===== config.mk =====
export PLATFORM = sky130hd
export DESIGN_NAME = trib_ingress_port_flat
export DESIGN_NICKNAME = d
export VERILOG_FILES = /design/src/hw/trib_ingress_if.sv /design/src/hw/trib_ingress_port.sv /design/src/flat_wrapper.sv
export VERILOG_INCLUDE_DIRS = /design/src /design/src/hw
export SDC_FILE = /design/constraint.sdc
export NUM_CORES = 1
export LEC_CHECK = 0
export BUFFER_PORTS_ARGS = -buffer_cell sky130_fd_sc_hd__clkbuf_2
export CAP_MARGIN = 20
export CORE_UTILIZATION = 51
export DETAILED_ROUTE_END_ITERATION = 7
export HOLD_SLACK_MARGIN = 0.05
export PLACE_DENSITY = 0.77
export SLEW_MARGIN = 5
export SYNTH_ARGS = -nofsm -noshare
export SYNTH_HDL_FRONTEND = slang
export SYNTH_SLANG_ARGS = --single-unit

===== constraint.sdc =====
create_clock -name ref_clk -period 2.2 [get_ports ref_clk]
set_clock_uncertainty 0.2 [all_clocks]
set_input_delay 0.22 -clock ref_clk [delete_from_list [all_inputs] [get_ports ref_clk]]
set_output_delay 0.22 -clock ref_clk [all_outputs]
set_load 0.01 [all_outputs]

===== src/hw/trib_ingress_cfg.svh =====
// Functional notes
// - indicator high exactly on C1/J0 byte cycle
// - indicator also high on each J1 byte
// - indicator low on all other cycles
// - bus disabled: indicator pin becomes line clock
// - line clock captures positive and negative rails
// - line clock times the ingress line-rail capture and the line bit counter
// - parity even or odd over data byte
// - parity may also cover both indicators
// - control byte selects parity sense and coverage
// - bus disabled: parity pin is positive rail
// - single rail carries whole stream on positive
// - dual rail: positive part on positive rail
// - line clock fed from recovered clock output
// - bus inputs sampled on bus clock fall
// - payload indicator low on overhead bytes only
// - dual rail: negative part on negative rail
`ifndef TRIB_INGRESS_CFG_SVH
`define TRIB_INGRESS_CFG_SVH
`define ICB0_OFFSET 12'h13B
`define ICB0_RESET 8'h00
`define ICB0_ODD_BIT 0
`define ICB0_COVER_IND_BIT 1
`define ICB0_BUS_EN_BIT 2
`define ICB0_LINE_FALL_BIT 3
`define ICB0_DUAL_RAIL_BIT 4
`define PORT_STATUS_OFFSET 12'h13C
`define FRAME_ROW_BYTES 16'h0870
`define LINE_CLK_DIV 8'h04
`endif


===== src/hw/trib_ingress_if.sv =====
`timescale 1ns/10ps
`default_nettype none
interface trib_ingress_if;
   logic tx_bus_clock;
   logic [7:0] tx_bus_byte_in;
   logic tx_bus_payload_ind;
   logic tx_bus_frame_phase_ind;
   logic tx_bus_parity_in;
   logic rx_line_neg_data;
   modport device
   (
      input tx_bus_clock,
      input tx_bus_byte_in,
      input tx_bus_payload_ind,
      input tx_bus_frame_phase_ind,
      input tx_bus_parity_in,
      input rx_line_neg_data
   );
   modport source
   (
      output tx_bus_clock,
      output tx_bus_byte_in,
      output tx_bus_payload_ind,
      output tx_bus_frame_phase_ind,
      output tx_bus_parity_in,
      output rx_line_neg_data
   );
endinterface : trib_ingress_if
`default_nettype wire


===== src/hw/trib_ingress_port.sv =====
// The plain strobed port was left to the implementer.
`timescale 1ns/10ps
`default_nettype none
`include "trib_ingress_cfg.svh"
module trib_ingress_port
(
   input wire logic ref_clk,
   input wire logic rst_n,
   trib_ingress_if.device link,
   input wire logic [11:0] addr,
   input wire logic [7:0] wr_data,
   input wire logic wr_en,
   input wire logic rd_en,
   output logic [7:0] rd_data,
   output logic [7:0] rx_byte,
   output logic rx_byte_valid,
   output logic rx_frame_phase,
   output logic rx_payload,
   output logic parity_error,
   output logic [1:0] rx_line_bits,
   output logic rx_line_valid
);
   logic [7:0] icb0_reg;
   logic [12:0] s1_reg;
   logic [12:0] s2_reg;
   logic clk_d_reg;
   logic parity_err_sticky_reg;
   logic [7:0] line_bit_cnt_reg;
   logic exp_par;
   logic bus_en;
   logic take_bus;
   logic take_line;

   // software control byte
   always_ff @(posedge ref_clk)
   begin
      if (!rst_n)
         icb0_reg <= `ICB0_RESET;
      else if (wr_en && addr == `ICB0_OFFSET)
         icb0_reg <= wr_data;
   end

   assign bus_en = icb0_reg[`ICB0_BUS_EN_BIT];

   // all pins cross into ref_clk; only the second stage is read
   always_ff @(posedge ref_clk)
   begin
      if (!rst_n)
      begin
         s1_reg <= 13'h0000;
         s2_reg <= 13'h0000;
      end
      else
      begin
         s1_reg <= {link.rx_line_neg_data, link.tx_bus_parity_in,
            link.tx_bus_frame_phase_ind, link.tx_bus_payload_ind,
            link.tx_bus_byte_in, link.tx_bus_clock};
         s2_reg <= s1_reg;
      end
   end

   // edge history of whichever pin acts as clock
   always_ff @(posedge ref_clk)
   begin
      if (!rst_n)
         clk_d_reg <= 1'b0;
      else if (bus_en)
         clk_d_reg <= s2_reg[0];
      else
         clk_d_reg <= s2_reg[10];
   end

   // bus sampled on falling edge of its clock
   assign take_bus = bus_en && clk_d_reg && !s2_reg[0];
   // line edge chosen by software; line clock times the line-rail capture and the line bit counter
   assign take_line = !bus_en && (icb0_reg[`ICB0_LINE_FALL_BIT] ?
      (clk_d_reg && !s2_reg[10]) : (!clk_d_reg && s2_reg[10]));

   // expected parity: data alone or with both indicators
   always_comb
   begin
      exp_par = ^s2_reg[8:1];
      if (icb0_reg[`ICB0_COVER_IND_BIT])
         exp_par = exp_par ^ s2_reg[9] ^ s2_reg[10];
      if (icb0_reg[`ICB0_ODD_BIT])
         exp_par = !exp_par;
   end

   // telecom bus capture
   always_ff @(posedge ref_clk)
   begin
      if (!rst_n)
      begin
         rx_byte <= 8'h00;
         rx_byte_valid <= 1'b0;
         rx_frame_phase <= 1'b0;
         rx_payload <= 1'b0;
         parity_error <= 1'b0;
      end
      else
      begin
         rx_byte_valid <= take_bus;
         parity_error <= take_bus && (exp_par != s2_reg[11]);
         if (take_bus)
         begin
            rx_byte <= s2_reg[8:1];
            rx_payload <= s2_reg[9];
            rx_frame_phase <= s2_reg[10];
         end
      end
   end

   // line capture: parity pin acts as positive rail
   always_ff @(posedge ref_clk)
   begin
      if (!rst_n)
      begin
         rx_line_bits <= 2'b00;
         rx_line_valid <= 1'b0;
      end
      else
      begin
         rx_line_valid <= take_line;
         if (take_line)
            rx_line_bits <= {s2_reg[12] & icb0_reg[`ICB0_DUAL_RAIL_BIT],
               s2_reg[11]};
      end
   end

   // sticky error: a new error wins over the clearing read
   always_ff @(posedge ref_clk)
   begin
      if (!rst_n)
         parity_err_sticky_reg <= 1'b0;
      else if (take_bus && exp_par != s2_reg[11])
         parity_err_sticky_reg <= 1'b1;
      else if (rd_en && addr == `PORT_STATUS_OFFSET)
         parity_err_sticky_reg <= 1'b0;
   end

   // line bit counter, status only; wraps freely
   always_ff @(posedge ref_clk)
   begin
      if (!rst_n)
         line_bit_cnt_reg <= 8'h00;
      else if (take_line)
         line_bit_cnt_reg <= line_bit_cnt_reg + 8'h01;
   end

   always_ff @(posedge ref_clk)
   begin
      if (!rst_n)
         rd_data <= 8'h00;
      else if (rd_en && addr == `ICB0_OFFSET)
         rd_data <= icb0_reg;
      else if (rd_en && addr == `PORT_STATUS_OFFSET)
         rd_data <= {line_bit_cnt_reg[5:0], bus_en, parity_err_sticky_reg};
      else
         rd_data <= 8'h00;
   end
endmodule : trib_ingress_port
`default_nettype wire


===== src/flat_wrapper.sv =====
// flat-port wrapper written by rule: the top's interface ports become plain ports
module trib_ingress_port_flat 
  (ref_clk, rst_n, addr, wr_data, wr_en, rd_en, rd_data, rx_byte, rx_byte_valid, rx_frame_phase, rx_payload, parity_error, rx_line_bits, rx_line_valid, link_tx_bus_clock, link_tx_bus_byte_in, link_tx_bus_payload_ind, link_tx_bus_frame_phase_ind, link_tx_bus_parity_in, link_rx_line_neg_data);
  trib_ingress_if link_i ();
  input wire logic ref_clk;
  input wire logic rst_n;
  input wire logic [11:0] addr;
  input wire logic [7:0] wr_data;
  input wire logic wr_en;
  input wire logic rd_en;
  output logic [7:0] rd_data;
  output logic [7:0] rx_byte;
  output logic rx_byte_valid;
  output logic rx_frame_phase;
  output logic rx_payload;
  output logic parity_error;
  output logic [1:0] rx_line_bits;
  output logic rx_line_valid;
  input wire logic [$bits(link_i.tx_bus_clock)-1:0] link_tx_bus_clock;
  input wire logic [$bits(link_i.tx_bus_byte_in)-1:0] link_tx_bus_byte_in;
  input wire logic [$bits(link_i.tx_bus_payload_ind)-1:0] link_tx_bus_payload_ind;
  input wire logic [$bits(link_i.tx_bus_frame_phase_ind)-1:0] link_tx_bus_frame_phase_ind;
  input wire logic [$bits(link_i.tx_bus_parity_in)-1:0] link_tx_bus_parity_in;
  input wire logic [$bits(link_i.rx_line_neg_data)-1:0] link_rx_line_neg_data;
  assign link_i.tx_bus_clock = link_tx_bus_clock;
  assign link_i.tx_bus_byte_in = link_tx_bus_byte_in;
  assign link_i.tx_bus_payload_ind = link_tx_bus_payload_ind;
  assign link_i.tx_bus_frame_phase_ind = link_tx_bus_frame_phase_ind;
  assign link_i.tx_bus_parity_in = link_tx_bus_parity_in;
  assign link_i.rx_line_neg_data = link_rx_line_neg_data;
  trib_ingress_port u_core (.ref_clk(ref_clk), .rst_n(rst_n), .link(link_i), .addr(addr), .wr_data(wr_data), .wr_en(wr_en), .rd_en(rd_en), .rd_data(rd_data), .rx_byte(rx_byte), .rx_byte_valid(rx_byte_valid), .rx_frame_phase(rx_frame_phase), .rx_payload(rx_payload), .parity_error(parity_error), .rx_line_bits(rx_line_bits), .rx_line_valid(rx_line_valid));
endmodule

==> results of run 1 <==
==> cells by family after synthesis <==
| group | Yosys count |
|---|---|
| AOI/OAI and AO/OA | 21 |
| xor gates and xnor gates | 16 |
| adders and majority gates | 1 |
| buffers and inverters | 10 |
| DFF | 65 |
| muxes | 11 |
| and+or+nand+nor | 97 |
==> where the power goes <==
part | internal [W] | switching, W
sequential | 0.00120 | 0.0000111
clock | 0.000476 | 0.000450
combinational | 0.0000914 | 0.0000605
==> cell usage in the layout (no fill, tap or decap), drive strengths merged, types with 3 or more instances in the layout <==
master        n
dlygate4sd3  22
and2         32
nor2         11
a21boi       11
dfxtp        65
clkinv        3
a22oi         8
nor2b        11
nand4         5
buf           5
xnor2        14
nand2        27
clkbuf       70
mux2i        11
==> cell type report <==
class | count | area [sq um] | share of cell area, %
clock inverter | 5 | 38.8 | 1.25
timing repair buffer | 86 | 553 | 17.9
multi-input combinational | 146 | 985 | 31.8
sequential | 65 | 1300 | 42.0
tap | 52 | 65.1 | 2.10
inverter | 1 | 3.75 | 0.121
clock buffer | 11 | 151 | 4.89
==> critical path, stage by stage (launching register included) <==
cell	delay (ns)
sky130_fd_sc_hd__dfxtp_1	0.41
sky130_fd_sc_hd__or3b_2	0.50
sky130_fd_sc_hd__a21oi_4	0.24
sky130_fd_sc_hd__nand4_1	0.15
sky130_fd_sc_hd__xnor2_1	0.14
sky130_fd_sc_hd__and2_1	0.15
==> per-stage QoR <==
| step | setup slack, ns | instances | power [W] | hold slack (ns) | utilization, % |
|---|---|---|---|---|---|
| after floorplan | 0.392 | 221 | 0.00131 | 0.142 | - |
| after global placement | 0.239 | 328 | 0.00136 | 0.215 | 61.7 |
| after detailed placement | 0.206 | 328 | 0.00136 | 0.221 | 61.7 |
| after CTS | 0.308 | 366 | 0.00231 | 0.0698 | 71.1 |
| after global routing | 0.200 | 366 | 0.00238 | 0.0944 | 71.1 |
| final | 0.319 | 366 | 0.00229 | 0.0726 | 71.1 |
==> how the worst max path moves through the flow <==
stage,end,slack [ns],depth (start not counted)
after floorplan,u_core.line_bit_cnt_reg[5]$_SDFFE_PN0P_,0.39,5
after global placement,u_core.rd_data[4]$_SDFF_PN0_,0.24,5
final,u_core.line_bit_cnt_reg[4]$_SDFFE_PN0P_,0.32,5
after detailed placement,u_core.rd_data[3]$_SDFF_PN0_,0.21,5
after CTS,u_core.line_bit_cnt_reg[4]$_SDFFE_PN0P_,0.31,5
after global routing,u_core.line_bit_cnt_reg[4]$_SDFFE_PN0P_,0.20,5
==> metal layers <==
metal	up-vias	part of all wire [%]	track usage (%)
met4	0	2.7	13.6
met2	52	47	32.9
met1	804	46	22.8
li1	905	-	-
met5	-	0	0
met3	11	4.1	5.09
==> what timing repair did <==
item	CTS	global route
buffers inserted	0	0
hold endpoints to repair	22	0
hold buffers	22	0
==> run summary, run 1 <==
The flow ran to the end, and the final reports show no timing, DRC or antenna violations. The root buffer cell is sky130_fd_sc_hd__clkbuf_8. At the pin with the least slew margin, the transition time is 0.497 ns. The number of cells on the worst hold path is 4.

The critical path starts at u_core.s2_reg[10]$_SDFF_PN0_. STA classifies the critical path endpoint as a flop. The min-delay analysis places its worst path in the category in2reg. The die width came out at 69.5 um. The maximum clock path buffer count came out at 2. The clock latency reported for the late side of the worst-skew pair came out at 0.33 ns. For the final routed database, the setup TNS stands at 0 ns. The commonest cells after synthesis are sky130_fd_sc_hd__dfxtp_1 (65), sky130_fd_sc_hd__and2_1 (32), sky130_fd_sc_hd__nand2_1 (27). Of all flip-flops after synthesis, the portion carrying an async set or reset was 0%. The quantity of gates resized following cts is 0.

The worst setup path is of the reg2reg kind. The mux cell area share after synthesis is 4.74%. The synthesized cell area is 2320 sq um.

The number of enable flip-flop cells after synthesis is 0. The total of fill cells in the finished design is 341. The fraction of synthesized cell area in xor and xnor cells came out at 6.03%. The largest net degree at the start of global routing is 34. The via count of the first global-routing pass is 1729. The remaining max-slew budget at the tightest pin came out at 66.9%. The synthesized design spends more area on one cell type than any other, namely sky130_fd_sc_hd__dfxtp_1. The post-synthesis cell type count came out at 29. The count of input and output buffers came out at 59. In this run the most critical hold path is launched from addr[4]. Using the TritonRoute via totals, the vias-per-cell ratio works out to 4.84.

In this run the mean area of a mapped cell was 10.5 sq um. The core region area came out at 4350 sq um. The CTS tree is yes.

The launch point of the worst reg-to-reg path is u_core.s2_reg[10]$_SDFF_PN0_. The signed area change from the synthesized netlist to the final layout came out at 33.3%. The number of endpoints failing setup at the final stage is 0. The H-tree depth is 3. The vertical die dimension is 69.5 um. The remaining antenna violation count is 0.

The top achievable clock speed came out at 532 MHz. The area of the die came out at 4830 sq um. The share of cells above drive strength 1 is 27.4%. The max-cap violation count is 0. The number of CTS-inserted buffers came out at 9. The global placer's final weighted congestion is 0.751. For this run, the number of Yosys warnings is 0.

The DRC marker count from the first detailed-route iteration is 33. The depth of the worst register-to-register path came out at 5. In this run the biggest area consumer among cell types represents 56.0% of the synthesized area.

The endpoint arrival time on the critical path came out at 1.90 ns. STA puts the critical path data required time at 2.22 ns. Setup repair after global routing left no endpoint under its margin. The first-pass iteration count of the detailed router is 4. The power density of the placed cells came out at 739 nW/um^2. Of the total synthesized cell area, the portion taken by full adders, half adders and majority gates is 0.539%. The part of the cycle the worst path needs is 85.5%.

The register-to-register path setup slack is 0.32 ns. The initial antenna violation count is 0. The final wirelength came out at 4490 um. For hold timing, the worst endpoint is u_core.parity_err_sticky_reg$_SDFFE_PN0P_. After synthesis, the largest family of logic cells by area is simple AND/OR/NAND/NOR gates.

With fillers left out, the area of the finished cells amounts to 3100 sq um. The wire-length estimate of the detail-placed layout is 2830 um. The starting density of the core is 53.4%. Summing the areas of all compound-gate instances in the mapped netlist gives 7.05% of the synthesized area. The startpoint type of the worst setup path is a flop.

The net count after synthesis came out at 259. The cell area after placement came out at 2690 sq um. The worst ir drop on vdd came out at 0.577 mV.

The post-layout minimum cycle time is 1.88 ns. Yosys attributes the largest share of cell area to sky130_fd_sc_hd__dfxtp_1 (56%), sky130_fd_sc_hd__and2_1 (8.6%), sky130_fd_sc_hd__xnor2_1 (5.3%), sky130_fd_sc_hd__mux2i_1 (4.7%), sky130_fd_sc_hd__nand2_1 (4.4%). For this run, design rule violations remaining after detail routing come to 0.

The end of the worst register-to-register path is u_core.line_bit_cnt_reg[4]$_SDFFE_PN0P_. After the last flow step, the layout net total stands at 347. Clock-pin slew was measured on the worst setup and hold paths at 0.07 ns. 0 antenna diodes ended up in the layout. The most common cell in the synthesized netlist is sky130_fd_sc_hd__dfxtp_1. The wire length per cell after detailed routing is 12.3 um. The combined global-route utilization of all metal layers came out at 20.0%. The number of placement rows is 24.

The peak fanout along the critical path is 7. The synthesized instance count came out at 221. The number of flip-flops and latches in the synthesized netlist is 65.

The final hold violation count came to 0. The sequential element share of the synthesized area came out at 56.0%. The simple-gate area share of the yosys netlist is 24.0%.

The most used flip-flop cell after synthesis is sky130_fd_sc_hd__dfxtp_1. The reported leakage power came out at 1.34 nW. The top-level port count is 60. The residual overflow from global routing came out at 0. The sink count of the clock tree is 65. Detailed routing inserted a total of 1772 vias. The wire length of the first global-routing pass came out at 7450 um.

The number of max-slew violations in the final report is 0.
Power figures use the tool's default switching activity.
==> run 2, diff against run 1 <==
--- a/config.mk
+++ b/config.mk
@@ -8,10 +8,13 @@
 export LEC_CHECK = 0
 export BUFFER_PORTS_ARGS = -buffer_cell sky130_fd_sc_hd__clkbuf_2
 export CAP_MARGIN = 20
-export CORE_UTILIZATION = 51
+export CELL_PAD_IN_SITES_DETAIL_PLACEMENT = 0
+export CELL_PAD_IN_SITES_GLOBAL_PLACEMENT = 2
+export CORE_UTILIZATION = 32
 export DETAILED_ROUTE_END_ITERATION = 7
 export HOLD_SLACK_MARGIN = 0.05
-export PLACE_DENSITY = 0.77
+export PLACE_DENSITY_LB_ADDON = 0.1
+export SETUP_SLACK_MARGIN = 0.4
 export SLEW_MARGIN = 5
 export SYNTH_ARGS = -nofsm -noshare
 export SYNTH_HDL_FRONTEND = slang
==> run summary, run 2 (synthesis gave the netlist of run 1 again) <==
The flow ran to the end, and the final reports show no timing, DRC or antenna violations. The register-to-register path setup slack came out at 0.52 ns. Excluding fillers, the count of instances in the completed layout stands at 413.

In this run the tool buffered the top-level ports with 59 buffer cells. The clock-pin slew reported for the worst setup and hold paths after clock tree synthesis is 0.07 ns. In this run, placement finished with an instance count of 374. The actual slew at the worst max-slew pin is 0.465 ns. Summed over all failing endpoints, the final setup total negative slack is 0 ns. The worst ir drop on vdd is 0.501 mV.

The top achievable clock speed is 587 MHz. The first-pass iteration count of the detailed router is 4. After detailed routing, the average wire length per cell comes to 11.3 um.

The via count of the first global-routing pass is 1608. The power density of the placed cells is 772 nW/um^2. Setup repair after global routing left no endpoint under its margin. Once detail routing completed, the nets flagged for antenna violations numbered 0. During I/O placement, the number of pins put on the boundary was 60.

The part of the cycle the worst path needs came out at 77.5%. The starting density of the core is 33.6%. The number of max-slew violations in the final report is 0. The signed area change from the synthesized netlist to the final layout came out at 38.3%. Setup violations remaining at the end of the flow were counted as 0. Using the TritonRoute via totals, the vias-per-cell ratio works out to 4.23. The number of remaining DRC errors is 0.

The worst setup path is captured at a flop. Counting I/O delays and the setup requirement, the final critical path takes 1.70 ns. Buffers inserted during clock tree synthesis total 9.

Cells with a size suffix above 1 make up 28.1% of the layout. The core region area is 6910 sq um. The largest net degree at the start of global routing is 22. The maximum clock path buffer count is 2. Measured along the y axis, the die boundary spans 87.2 um.

The net total in the final layout is 350. Global routing consumed, over all layers together, 13.3% of the routing resources. The kind of critical path is in2reg.

The wire length of the first global-routing pass is 7440 um. In the layout the commonest cells are sky130_fd_sc_hd__dfxtp_1 (65), sky130_fd_sc_hd__clkbuf_2 (59), sky130_fd_sc_hd__and2_1 (32). The DRC marker count from the first detailed-route iteration is 32.

STA classifies the critical path startpoint as a primary input. The endpoint arrival time on the critical path is 1.77 ns. The total inserted antenna cells came out at 0. The remaining max-slew budget at the tightest pin is 68.7%.

The post-layout instance area came out at 3210 sq um. The required arrival time at the worst endpoint is 2.26 ns. The routed layout has 1746 vias.

The quantity of gates resized following cts is 0. The die covers 7610 sq um. The residual overflow from global routing is 0. The peak fanout along the critical path is 8. The library cell used most frequently in the layout, excluding fill and tap cells, is sky130_fd_sc_hd__dfxtp_1. The initial antenna violation count came to 0. The root buffer cell is sky130_fd_sc_hd__clkbuf_8. The die width came out at 87.2 um. The final hold violation count is 0. The CTS tree is yes. Detailed placement ended at an HPWL of 3260 um. The global placer's final weighted congestion is 0.688. The number of placement rows came out at 30.

The sink count of the clock tree came out at 65. The cell area after placement is 2760 sq um. In this run the worst hold path is classified as in2reg. The max-cap violation count came out at 0. The reported leakage power is 1.37 nW. The H-tree depth came out at 3. Clock latency on the worst-skew pair, taken at its later pin, is 0.34 ns. The final wirelength is 4650 um.
==> run 2: cell count changes in the layout (fill, tap and decap cells not counted) <==
cell,previous run,this run
sky130_fd_sc_hd__or3b_2,1,0
sky130_fd_sc_hd__buf_4,5,8
sky130_fd_sc_hd__clkinv_2,1,0
sky130_fd_sc_hd__clkinv_4,2,3
sky130_fd_sc_hd__or3b_4,0,1
sky130_fd_sc_hd__clkbuf_8,11,9
sky130_fd_sc_hd__bufinv_16,0,2
==> run 2: area by class of cell <==
type,count,area (sq um)
fill,694,3690
multi-input combinational,146,987
tap,96,120
clock buffer,9,124
sequential,65,1300
clock inverter,7,103
timing repair buffer,89,576
inverter,1,3.75
==> run 2: per-layer routing <==
metal	vias to the layer above	global-route usage, %	share of wire (%)
met1	787	16.3	48
met5	-	0	0
met4	0	4.02	1.2
met3	6	5.59	5.5
met2	49	21.4	45
li1	904	-	-
==> run 2: final timing paths <==
kind / start / to / depth (start not counted)
worst max-delay path: addr[7] / u_core.rd_data[4]$_SDFF_PN0_ / 5
worst min register to register: u_core.s1_reg[12]$_SDFF_PN0_ / u_core.s2_reg[12]$_SDFF_PN0_ / 1
worst max register to register: u_core.icb0_reg[3]$_SDFFE_PN0P_ / u_core.line_bit_cnt_reg[4]$_SDFFE_PN0P_ / 5
worst min-delay path: addr[4] / u_core.parity_err_sticky_reg$_SDFFE_PN0P_ / 4
==> run 2: metrics by stage <==
step           hold WS (ns)  setup WS (ns)  power, W  utilization, %
2_1_floorplan         0.142          0.403   0.00131               -
3_3_place_gp          0.215          0.176   0.00136            40.0
3_5_place_dp          0.218          0.149   0.00137            40.0
4_1_cts              0.0563          0.432   0.00253            46.4
5_1_grt              0.0951          0.402   0.00259            46.5
6_report             0.0675          0.495   0.00248            46.5
==> run 2: worst max-delay path, stage by stage <==
cell,delay [ns]
sky130_fd_sc_hd__clkbuf_2,0.08
sky130_fd_sc_hd__or4b_4,0.55
sky130_fd_sc_hd__nor4_1,0.43
sky130_fd_sc_hd__nand4_2,0.31
sky130_fd_sc_hd__nor2_1,0.18
==> run 2: report_power, final <==
part / switching [W] / internal [W] / leakage, nW
clock network: 0.000469 / 0.000647 / 0.110
registers: 0.0000106 / 0.00120 / 0.529
logic: 0.0000608 / 0.0000945 / 0.727
==> run 2: repair_timing <==
item,CTS,global route
hold buffers,22,0
buffers inserted,0,1
hold endpoints to repair,22,0
endpoints found under the setup margin,0,5
